--- src/core/sel_pkg.sv ---
package sel_pkg;
  // selection code width and the documented function codes
  localparam int unsigned CODE_W = 7;
  localparam logic [CODE_W-1:0] CODE_ZERO_RUN   = 7'h21; // 33
  localparam logic [CODE_W-1:0] CODE_ZERO_STOP  = 7'h22; // 34
  localparam logic [CODE_W-1:0] CODE_ERR_FIRST  = 7'h23; // 35
  localparam logic [CODE_W-1:0] CODE_ERR_LAST   = 7'h26; // 38
  localparam logic [CODE_W-1:0] CODE_SPEED_REACH = 7'h28; // 40
  localparam logic [CODE_W-1:0] CODE_SPEED_LOW  = 7'h2b; // 43
  localparam logic [CODE_W-1:0] CODE_VALVE      = 7'h2d; // 45
  localparam logic [CODE_W-1:0] CODE_DIP_DECEL  = 7'h2e; // 46
  localparam logic [CODE_W-1:0] CODE_COMM       = 7'h33; // 51
  localparam logic [CODE_W-1:0] CODE_FIRE       = 7'h35; // 53
  localparam logic [CODE_W-1:0] CODE_ANALOG     = 7'h43; // 67
  localparam logic [CODE_W-1:0] CODE_PREHEAT    = 7'h45; // 69
  localparam logic [CODE_W-1:0] CODE_FWD_RUN    = 7'h4b; // 75

  // terminals and their polarity bit positions
  localparam int unsigned NUM_TERM  = 2;
  localparam int unsigned TERM_RELAY = 0;
  localparam int unsigned TERM_FIRST_OUT = 1;
  localparam int unsigned POL_W      = 16;
  localparam int unsigned POL_BIT_RELAY = 0;
  localparam int unsigned POL_BIT_FIRST_OUT = 3;

  // analog window, levels in percent
  localparam int unsigned PCT_W = 8;
  localparam logic [PCT_W-1:0] ANA_HIGH_RST = 8'h32; // 50 %
  localparam logic [PCT_W-1:0] ANA_LOW_RST  = 8'h0a; // 10 %
  localparam logic ANA_SEL_VOLT = 1'b0;
  localparam logic ANA_SEL_CURR = 1'b1;

  localparam int unsigned SPD_W = 16;
  localparam int unsigned ERR_N = 4;
endpackage : sel_pkg

--- src/core/ana_win_if.sv ---
`timescale 1ns/1ps
// analog level and thresholds toward the window comparator
interface ana_win_if;
  import sel_pkg::*;
  logic [PCT_W-1:0] level;
  logic [PCT_W-1:0] high;
  logic [PCT_W-1:0] low;
  logic             active;
  modport ctrl (output level, output high, output low, input active);
  modport win  (input level, input high, input low, output active);
endinterface : ana_win_if

--- src/core/analog_window.sv ---
`timescale 1ns/1ps
module analog_window (
  // clock and reset
  input  wire logic clk_i,
  input  wire logic rst_i,
  // comparator port
  ana_win_if.win    aw
);
  import sel_pkg::*;

  logic act_q;
  logic act_d;

  // hysteresis: set above high, clear below low, else hold
  always_comb begin
    act_d = act_q;
    if (aw.level > aw.high) begin
      act_d = 1'b1;
    end else if (aw.level < aw.low) begin
      act_d = 1'b0;
    end
  end

  // state register
  always_ff @(posedge clk_i or posedge rst_i) begin
    if (rst_i) begin
      act_q <= 1'b0;
    end else begin
      act_q <= act_d;
    end
  end

  assign aw.active = act_q;

  a_win_sets_high: assert property (@(posedge clk_i) disable iff (rst_i)
    (aw.level > aw.high) |=> act_q)
    else $error("window did not turn on above high level");
  a_win_clears_low: assert property (@(posedge clk_i) disable iff (rst_i)
    (aw.level < aw.low && aw.level <= aw.high) |=> !act_q)
    else $error("window did not turn off below low level");
  a_win_holds_mid: assert property (@(posedge clk_i) disable iff (rst_i)
    (aw.level <= aw.high && aw.level >= aw.low) |=> $stable(act_q))
    else $error("window changed between thresholds");
endmodule : analog_window

--- src/core/status_output_selector.sv ---
`timescale 1ns/1ps
// Contract
// - code 33 asserts while the output frequency is zero and the drive runs.
// - code 34 asserts while the output frequency is zero or the drive stops.
// - codes 35 to 38 follow error-selection flags 1 to 4 in order.
// - code 40 asserts at speed reached and also while the drive is stopped.
// - code 43 asserts with pulse speed input in use and speed below limit.
// - code 46 on the first digital output follows power-dip deceleration.
// - code 51 drives the terminal from the RS-485 command level, inverted by its polarity bit.
// - code 53 asserts while either fire-mode input function is active.
// - code 67 sets above high, clears below low and holds in between.
// - the window uses a chosen channel, thresholds resetting to 50 and 10.
// - code 69 asserts while motor preheating is enabled.
// - code 75 closes while running forward and opens when stopped.
// - code 45 drives the valve contactor from the enable input and status.
// - a polarity bit of one inverts the terminal to normally closed; a code with no function on the terminal keeps it open.
module status_output_selector (
  // clock and reset
  input  wire logic                        MCLK_I,
  input  wire logic                        RST_I,
  // terminal configuration
  input  wire logic [sel_pkg::CODE_W-1:0]  RELAY_CODE_I,
  input  wire logic [sel_pkg::CODE_W-1:0]  FIRST_OUT_CODE_I,
  input  wire logic [sel_pkg::POL_W-1:0]   OUTPUT_POLARITY_BITS_I,
  // drive status
  input  wire logic                        FREQ_ZERO_I,
  input  wire logic                        RUNNING_I,
  input  wire logic                        FORWARD_I,
  input  wire logic                        SPEED_REACHED_I,
  input  wire logic [sel_pkg::ERR_N-1:0]   ERROR_SELECT_FLAG_I,
  input  wire logic                        POWER_DIP_DECEL_I,
  input  wire logic                        PREHEAT_EN_I,
  input  wire logic                        DRIVE_ENABLE_IN_I,
  input  wire logic                        FIRE_MODE_A_I,
  input  wire logic                        FIRE_MODE_B_I,
  // speed detection
  input  wire logic                        PULSE_SPEED_INPUT_I,
  input  wire logic [sel_pkg::SPD_W-1:0]   MOTOR_SPEED_I,
  input  wire logic [sel_pkg::SPD_W-1:0]   SPEED_LOW_THRESHOLD_I,
  // communication commanded levels, one per terminal
  input  wire logic [sel_pkg::NUM_TERM-1:0] COMM_LEVEL_I,
  // analog window
  input  wire logic [sel_pkg::PCT_W-1:0]   VOLTAGE_ANALOG_CHANNEL_I,
  input  wire logic [sel_pkg::PCT_W-1:0]   CURRENT_ANALOG_CHANNEL_I,
  input  wire logic                        ANA_CFG_WE_I,
  input  wire logic                        ANALOG_CHANNEL_SELECT_I,
  input  wire logic [sel_pkg::PCT_W-1:0]   ANALOG_HIGH_THRESHOLD_I,
  input  wire logic [sel_pkg::PCT_W-1:0]   ANALOG_LOW_THRESHOLD_I,
  // terminals and status
  output logic                             RELAY_OUTPUT_ONE_O,
  output logic                             FIRST_DIGITAL_OUTPUT_O,
  output logic                             ANALOG_WINDOW_O
);
  import sel_pkg::*;

  ana_win_if aw ();

  logic [PCT_W-1:0]    high_q;
  logic [PCT_W-1:0]    high_d;
  logic [PCT_W-1:0]    low_q;
  logic [PCT_W-1:0]    low_d;
  logic                chan_q;
  logic                chan_d;
  logic [NUM_TERM-1:0] term_q;
  logic [NUM_TERM-1:0] term_d;
  logic                win_q;
  logic                win_d;
  logic [CODE_W-1:0]   codes [NUM_TERM];
  logic [NUM_TERM-1:0] pol;

  // selected condition; valid is low for codes with no function here
  function automatic logic [1:0] sel_cond(input logic [CODE_W-1:0] code,
                                          input logic             is_first,
                                          input logic             comm);
    logic c;
    logic v;
    c = 1'b0;
    v = 1'b1;
    if (code == CODE_ZERO_RUN) begin
      c = FREQ_ZERO_I && RUNNING_I;
    end else if (code == CODE_ZERO_STOP) begin
      c = FREQ_ZERO_I || !RUNNING_I;
    end else if (code >= CODE_ERR_FIRST && code <= CODE_ERR_LAST) begin
      c = ERROR_SELECT_FLAG_I[2'(code - CODE_ERR_FIRST)];
    end else if (code == CODE_SPEED_REACH) begin
      c = SPEED_REACHED_I || !RUNNING_I;
    end else if (code == CODE_SPEED_LOW) begin
      c = PULSE_SPEED_INPUT_I
          && (MOTOR_SPEED_I < SPEED_LOW_THRESHOLD_I);
    end else if (code == CODE_VALVE) begin
      c = DRIVE_ENABLE_IN_I && RUNNING_I;
    end else if (code == CODE_DIP_DECEL && is_first) begin
      c = POWER_DIP_DECEL_I;
    end else if (code == CODE_COMM) begin
      c = comm;
    end else if (code == CODE_FIRE) begin
      c = FIRE_MODE_A_I || FIRE_MODE_B_I;
    end else if (code == CODE_ANALOG) begin
      c = aw.active;
    end else if (code == CODE_PREHEAT) begin
      c = PREHEAT_EN_I;
    end else if (code == CODE_FWD_RUN) begin
      c = RUNNING_I && FORWARD_I;
    end else begin
      v = 1'b0;
    end
    sel_cond = {v, c};
  endfunction : sel_cond

  // analog window configuration and channel choice
  always_comb begin
    high_d = high_q;
    low_d  = low_q;
    chan_d = chan_q;
    if (ANA_CFG_WE_I) begin
      high_d = ANALOG_HIGH_THRESHOLD_I;
      low_d  = ANALOG_LOW_THRESHOLD_I;
      chan_d = ANALOG_CHANNEL_SELECT_I;
    end
  end

  always_ff @(posedge MCLK_I or posedge RST_I) begin
    if (RST_I) begin
      high_q <= ANA_HIGH_RST;
      low_q  <= ANA_LOW_RST;
      chan_q <= ANA_SEL_VOLT;
    end else begin
      high_q <= high_d;
      low_q  <= low_d;
      chan_q <= chan_d;
    end
  end

  // comparator feed
  assign aw.level = (chan_q == ANA_SEL_CURR) ? CURRENT_ANALOG_CHANNEL_I
                                             : VOLTAGE_ANALOG_CHANNEL_I;
  assign aw.high  = high_q;
  assign aw.low   = low_q;

  analog_window u_win (
    .clk_i (MCLK_I),
    .rst_i (RST_I),
    .aw    (aw.win)
  );

  // per-terminal code and polarity
  assign codes[TERM_RELAY] = RELAY_CODE_I;
  assign codes[TERM_FIRST_OUT] = FIRST_OUT_CODE_I;
  assign pol[TERM_RELAY]   = OUTPUT_POLARITY_BITS_I[POL_BIT_RELAY];
  assign pol[TERM_FIRST_OUT] = OUTPUT_POLARITY_BITS_I[POL_BIT_FIRST_OUT];

  // terminal next values
  for (genvar t = 0; t < NUM_TERM; t++) begin : g_term
    logic [1:0] vc;
    // a process, so status read inside the function also wakes it
    always_comb begin
      vc = sel_cond(codes[t], t == TERM_FIRST_OUT, COMM_LEVEL_I[t]);
    end
    assign term_d[t] = vc[1] && (vc[0] ^ pol[t]);
  end

  assign win_d = aw.active;

  // output registers
  always_ff @(posedge MCLK_I or posedge RST_I) begin
    if (RST_I) begin
      term_q <= '0;
      win_q  <= 1'b0;
    end else begin
      term_q <= term_d;
      win_q  <= win_d;
    end
  end

  assign RELAY_OUTPUT_ONE_O     = term_q[TERM_RELAY];
  assign FIRST_DIGITAL_OUTPUT_O = term_q[TERM_FIRST_OUT];
  assign ANALOG_WINDOW_O        = win_q;

  a_zero_run_out: assert property (@(posedge MCLK_I) disable iff (RST_I)
    (RELAY_CODE_I == CODE_ZERO_RUN && !OUTPUT_POLARITY_BITS_I[POL_BIT_RELAY])
    |=> RELAY_OUTPUT_ONE_O == $past(FREQ_ZERO_I && RUNNING_I))
    else $error("zero speed in run mismatch");
  a_zero_stop_out: assert property (@(posedge MCLK_I) disable iff (RST_I)
    (RELAY_CODE_I == CODE_ZERO_STOP && !OUTPUT_POLARITY_BITS_I[POL_BIT_RELAY])
    |=> RELAY_OUTPUT_ONE_O == $past(FREQ_ZERO_I || !RUNNING_I))
    else $error("zero speed or stop mismatch");
  a_err_flag_map: assert property (@(posedge MCLK_I) disable iff (RST_I)
    (FIRST_OUT_CODE_I == CODE_ERR_LAST
     && !OUTPUT_POLARITY_BITS_I[POL_BIT_FIRST_OUT])
    |=> FIRST_DIGITAL_OUTPUT_O == $past(ERROR_SELECT_FLAG_I[ERR_N-1]))
    else $error("error flag four not mirrored");
  a_speed_reach_stop: assert property (@(posedge MCLK_I) disable iff (RST_I)
    (RELAY_CODE_I == CODE_SPEED_REACH && !RUNNING_I
     && !OUTPUT_POLARITY_BITS_I[POL_BIT_RELAY]) |=> RELAY_OUTPUT_ONE_O)
    else $error("speed reached not on while stopped");
  a_dip_relay_off: assert property (@(posedge MCLK_I) disable iff (RST_I)
    (RELAY_CODE_I == CODE_DIP_DECEL) |=> !RELAY_OUTPUT_ONE_O)
    else $error("power dip signal on relay terminal");
  a_dip_first_follow: assert property (@(posedge MCLK_I) disable iff (RST_I)
    (FIRST_OUT_CODE_I == CODE_DIP_DECEL
     && !OUTPUT_POLARITY_BITS_I[POL_BIT_FIRST_OUT])
    |=> FIRST_DIGITAL_OUTPUT_O == $past(POWER_DIP_DECEL_I))
    else $error("power dip not on first digital output");
  a_comm_level_pol: assert property (@(posedge MCLK_I) disable iff (RST_I)
    (FIRST_OUT_CODE_I == CODE_COMM) |=> FIRST_DIGITAL_OUTPUT_O ==
    $past(COMM_LEVEL_I[TERM_FIRST_OUT]
          ^ OUTPUT_POLARITY_BITS_I[POL_BIT_FIRST_OUT]))
    else $error("communication level or polarity wrong");
  a_fwd_run_out: assert property (@(posedge MCLK_I) disable iff (RST_I)
    (RELAY_CODE_I == CODE_FWD_RUN && OUTPUT_POLARITY_BITS_I[POL_BIT_RELAY])
    |=> RELAY_OUTPUT_ONE_O == $past(!(RUNNING_I && FORWARD_I)))
    else $error("inverted forward run mismatch");
  a_undef_code_off: assert property (@(posedge MCLK_I) disable iff (RST_I)
    (RELAY_CODE_I == 7'h27) |=> !RELAY_OUTPUT_ONE_O)
    else $error("undefined code drove relay");
endmodule : status_output_selector

--- config.mk ---
export PLATFORM = sky130hd
export DESIGN_NAME = status_output_selector
export DESIGN_NICKNAME = d
export VERILOG_FILES = /design/src/core/sel_pkg.sv /design/src/core/ana_win_if.sv /design/src/core/analog_window.sv /design/src/core/status_output_selector.sv
export SDC_FILE = /design/constraint.sdc
export NUM_CORES = 1
export LEC_CHECK = 0
export BUFFER_PORTS_ARGS = -buffer_cell sky130_fd_sc_hd__buf_2
export CORE_ASPECT_RATIO = 0.9
export CORE_MARGIN = 5
export CORE_UTILIZATION = 40
export CTS_BUF_LIST = sky130_fd_sc_hd__clkbuf_2 sky130_fd_sc_hd__clkbuf_4 sky130_fd_sc_hd__clkbuf_8
export DETAILED_ROUTE_END_ITERATION = 12
export PLACE_DENSITY = 0.71
export SKIP_LAST_GASP = 1
export SLEW_MARGIN = 20
export SYNTH_ARGS = -nofsm -noshare
export SYNTH_HDL_FRONTEND = slang
export SYNTH_SLANG_ARGS = --single-unit
--- constraint.sdc ---
create_clock -name MCLK_I -period 4.6 [get_ports MCLK_I]
set_input_delay 0.23 -clock MCLK_I [delete_from_list [all_inputs] [get_ports MCLK_I]]
set_output_delay 0.23 -clock MCLK_I [all_outputs]
set_load 0.02 [all_outputs]
==> results by group <==
Timing
  – Fin. max-slew vios: 0
  – Tcrit/Tclk final: between 50% and 60%
  – Final setup violation count: 0
  – Maximum clock frequency: around 420 MHz
  – Hold violation count in the final report: 0
  – Worst-margin pin slew: 0.784 ns
  – Worst hold slack: 0.107 ns
  – Setup ws final: 2.21 ns
  – RSZ-0062 raised after global routing: false
  – Setup TNS: 0 ns
  – Worst Skew: 0.00148 ns
  – Min Clock Period, post-route: 2.39 ns
  – Slew HR: 47.6%

Logic synthesis
  – Area leader, netlist: ha_1
  – Syn Std Cell Area: 0.00243 mm2
  – Async set-reset flop share out of synthesis: 100%
  – Synth unique cells: 53
  – Seq cells post-synth: 21
  – Avg Inst Size Synth: roughly 8.2 um2
  – Number of enable flip-flop cells after synthesis: 0
  – Synth warn: 0
  – Commonest cells in the netlist: ha_1, inv_1, nand2_1, o21ai_0
  – Top FF cell, synth: dfrtp_1
  – Top cells by area, synth: ha_1, dfrtp_1, inv_1
  – Synth top area share: 19.6%
  – Post-Synthesis Cells: 297
  – Seq/Total Area, Yosys: 21.9%
  – Synth Net Count: around 450

Layout
  – Area growth, synth to finish: 25.2%
  – Register area: 532 um2
  – Area of the multi-input gates: between 0.0015 and 0.002 mm2
  – Diodes inserted: 0
  – Fin area: around 0.003 mm2
  – Post-layout net count: about 550
  – Fillcell total: 605
  – Final Util: 50.6%
  – Non-filler cells, final: approximately 470
  – Layout cells sized above 1: about 33%

Pwr
  – Power Dens Cells: between 150 and 200 mW/mm2
  – Sequential Power Share: 38.8%
  – Switching pwr: 0.189 mW
  – Int Pwr: 0.388 mW
  – Switching fraction of total power: 32.7%
  – Final Power: approximately 0.58 mW
  – Combinational share of power: 39.5%
  – Clock power frac: a little over a fifth
  – Leak: between 1.5 and 2 nW
  – Max VDD drop: between 80 and 90 uV

Die
  – Die ar.: around 0.0077 mm2
  – Row cnt: 27
  – Die width: 92.1 um
  – Number of I/O pins: 117
  – Die Y-Extent: 83.9 um
  – Core area: 0.00601 mm2
  – Initial Utilization: 40.4%

Worst hold path
  – Hold WC Path Type: in -> async

Detailed routing
  – Initial DRC count: 92
  – Total detailed-routing wirelength: about 6200 um
  – Antenna Nets Post-Route: 0
  – DR DRC count: 0
  – 1st-pass router iterations: 4
  – Wire per inst: approximately 13 um
  – Vias: 2502
  – Post-DR vias/cell: 5.38

Setup path
  – CP dominant cell by count: o21a_1
  – Worst reg2reg path startpoint: chan_q$_DFFE_PP0P_
  – R2R depth: 8
  – Worst reg2reg setup slack: 2.21 ns
  – Crit Path Category: reg -> reg
  – CP bufs+invs: 0
  – CP max stage delay: roughly 0.55 ns
  – Critical Path RT: 4.71 ns
  – Cell chain of the critical path: mux2_2 -> ha_1 -> nor2b_1 -> o21a_1 -> o21a_1 -> o21a_1 -> o31ai_1 -> o311ai_0
  – CP max FO: 9
  – Worst path top cell family by delay: compound AO/OA/AOI/OAI gates
  – Crit path arrival time: 2.50 ns
  – Startpoint Class: flip-flop
  – Critical R2R Capture: u_win.aw.active$_DFFE_PP0P_
  – CP max-delay cell: dfrtp_1
  – Worst setup EP type: flip-flop
  – Critical Path Source: chan_q$_DFFE_PP0P_

GRT
  – Overflow after GRT: 0
  – First-pass GRT wire length: 10400 um
  – GRT Util Overall: 15.9%
  – Initial antenna violation count: 0
  – Vias in the first global route: 2463
  – Largest net degree at the start of global routing: 32

Placed design
  – DP Cell Count: 461
  – Place WS: about 2.2 ns
  – Hpwl dp: 5240 um
  – Placed Area: 0.00299 mm2
  – I/O Buffers: 102
  – GP Congestion: 0.797

Flow run
  – Maximum Capacitance Violations: 0

CTS
  – CTS Hold Bufs: 0
  – Num Clock Sinks: 21
  – H-tree levels: 1
  – CTS root buffer: clkbuf_8
  – Clock latency on the worst-skew pair: around 0.26 ns
  – Post-CTS Resized: 0
  – Number of setup buffers added after CTS: 0
  – Worst-path clk slew: 0.07 ns
  – CTS tree: done
  – CTS buffer count: 3
  – Max Buffers Root-to-Sink: 2

Run status
  – Status: finished clean
worst register-to-register path, cell delays in order, from the launching register on:
cell and delay [ns]:
dfrtp_1 0.55, mux2_2 0.41, ha_1 0.28, nor2b_1 0.13
o21a_1 0.16, o21a_1 0.16, o21a_1 0.16, o31ai_1 0.22
o311ai_0 0.18
cell usage in the layout (no fill, tap or decap), types with 2 or more instances in the layout:
cell type  synthesis  final
nand4bb_1          2      2
clkbuf_8           0      3
mux4_2             2      2
o311ai_0           3      3
a311oi_1           2      2
or3_1              2      2
nor3_1             8      8
a31oi_1            3      3
nor3b_1            4      4
nor2b_1            5      5
o31ai_1            2      2
a211o_1            2      2
nor2_1             8      8
inv_1             38     38
a2111oi_0          4      4
dfrtp_1           16     16
nand4_1            6      6
nand2b_1           6      6
o211ai_1           3      3
mux2_2            10     10
a21oi_1           16     16
ha_1              38     38
nand2_1           29     29
dfstp_2            5      5
nand3_1            4      4
buf_2              0    102
o21ai_0           24     24
a21o_1             5      5
and3_1             5      5
mux2i_1            2      2
o21a_1             5      5
a211oi_1           6      6
worst max path at each step:
| stage | endpoint | slack [ns] | depth (start not counted) |
|---|---|---|---|
| 2_1_floorplan | u_win.aw.active$_DFFE_PP0P_ | 2.31 | 9 |
| 3_3_place_gp | u_win.aw.active$_DFFE_PP0P_ | 2.25 | 8 |
| 3_5_place_dp | u_win.aw.active$_DFFE_PP0P_ | 2.22 | 8 |
| 4_1_cts | u_win.aw.active$_DFFE_PP0P_ | 2.18 | 8 |
| 5_1_grt | u_win.aw.active$_DFFE_PP0P_ | 2.02 | 8 |
| 6_report | u_win.aw.active$_DFFE_PP0P_ | 2.21 | 8 |
power by group through the flow:
| stage | Clock [mW] | Sequential, mW | Combinational [mW] |
|---|---|---|---|
| finish | 0.125 | 0.224 | 0.228 |
| CTS | 0.130 | 0.225 | 0.229 |
| global route | 0.136 | 0.227 | 0.263 |
| detailed placement | 0 | 0.228 | 0.227 |
| global placement | 0 | 0.227 | 0.222 |
| floorplan | 0 | 0.227 | 0.139 |
cells by family (layout without fill, tap and decap cells):
| logic type | count (synthesis) | in the layout | synth area share, % |
|---|---|---|---|
| and+or+nand+nor | 93 | 93 | 21.6 |
| AOI/OAI and AO/OA | 83 | 83 | 22.2 |
| buffers and inverters | 48 | 144 | 7.42 |
| adders and majority gates | 38 | 38 | 19.6 |
| DFF | 21 | 21 | 21.9 |
| muxes | 14 | 14 | 7.32 |
final cells by class:
class / instances / area share, %
multi-input cells: 228 / 56.5
flip-flops and latches: 21 / 17.5
repair buffers: 102 / 16.8
inverters: 38 / 4.69
well taps: 72 / 2.96
clock buffers: 4 / 1.60
metal layers:
metal	wire, um	share of wire [%]	GRT usage, %
met4	76	1.2	4.59
met3	337	5.4	2.25
met1	2870	46	21.1
met2	2950	47	26.8
met5	0	0	0
registers in the layout (all words and copies together) (netlist names):
| signal | cells |
|---|---|
| u_win.aw.active | 1 |
| aw.low | 8 |
| chan_q | 1 |
| ANALOG_WINDOW_O | 1 |
| aw.high | 8 |
| term_q | 2 |
Power figures use the tool's default switching activity.
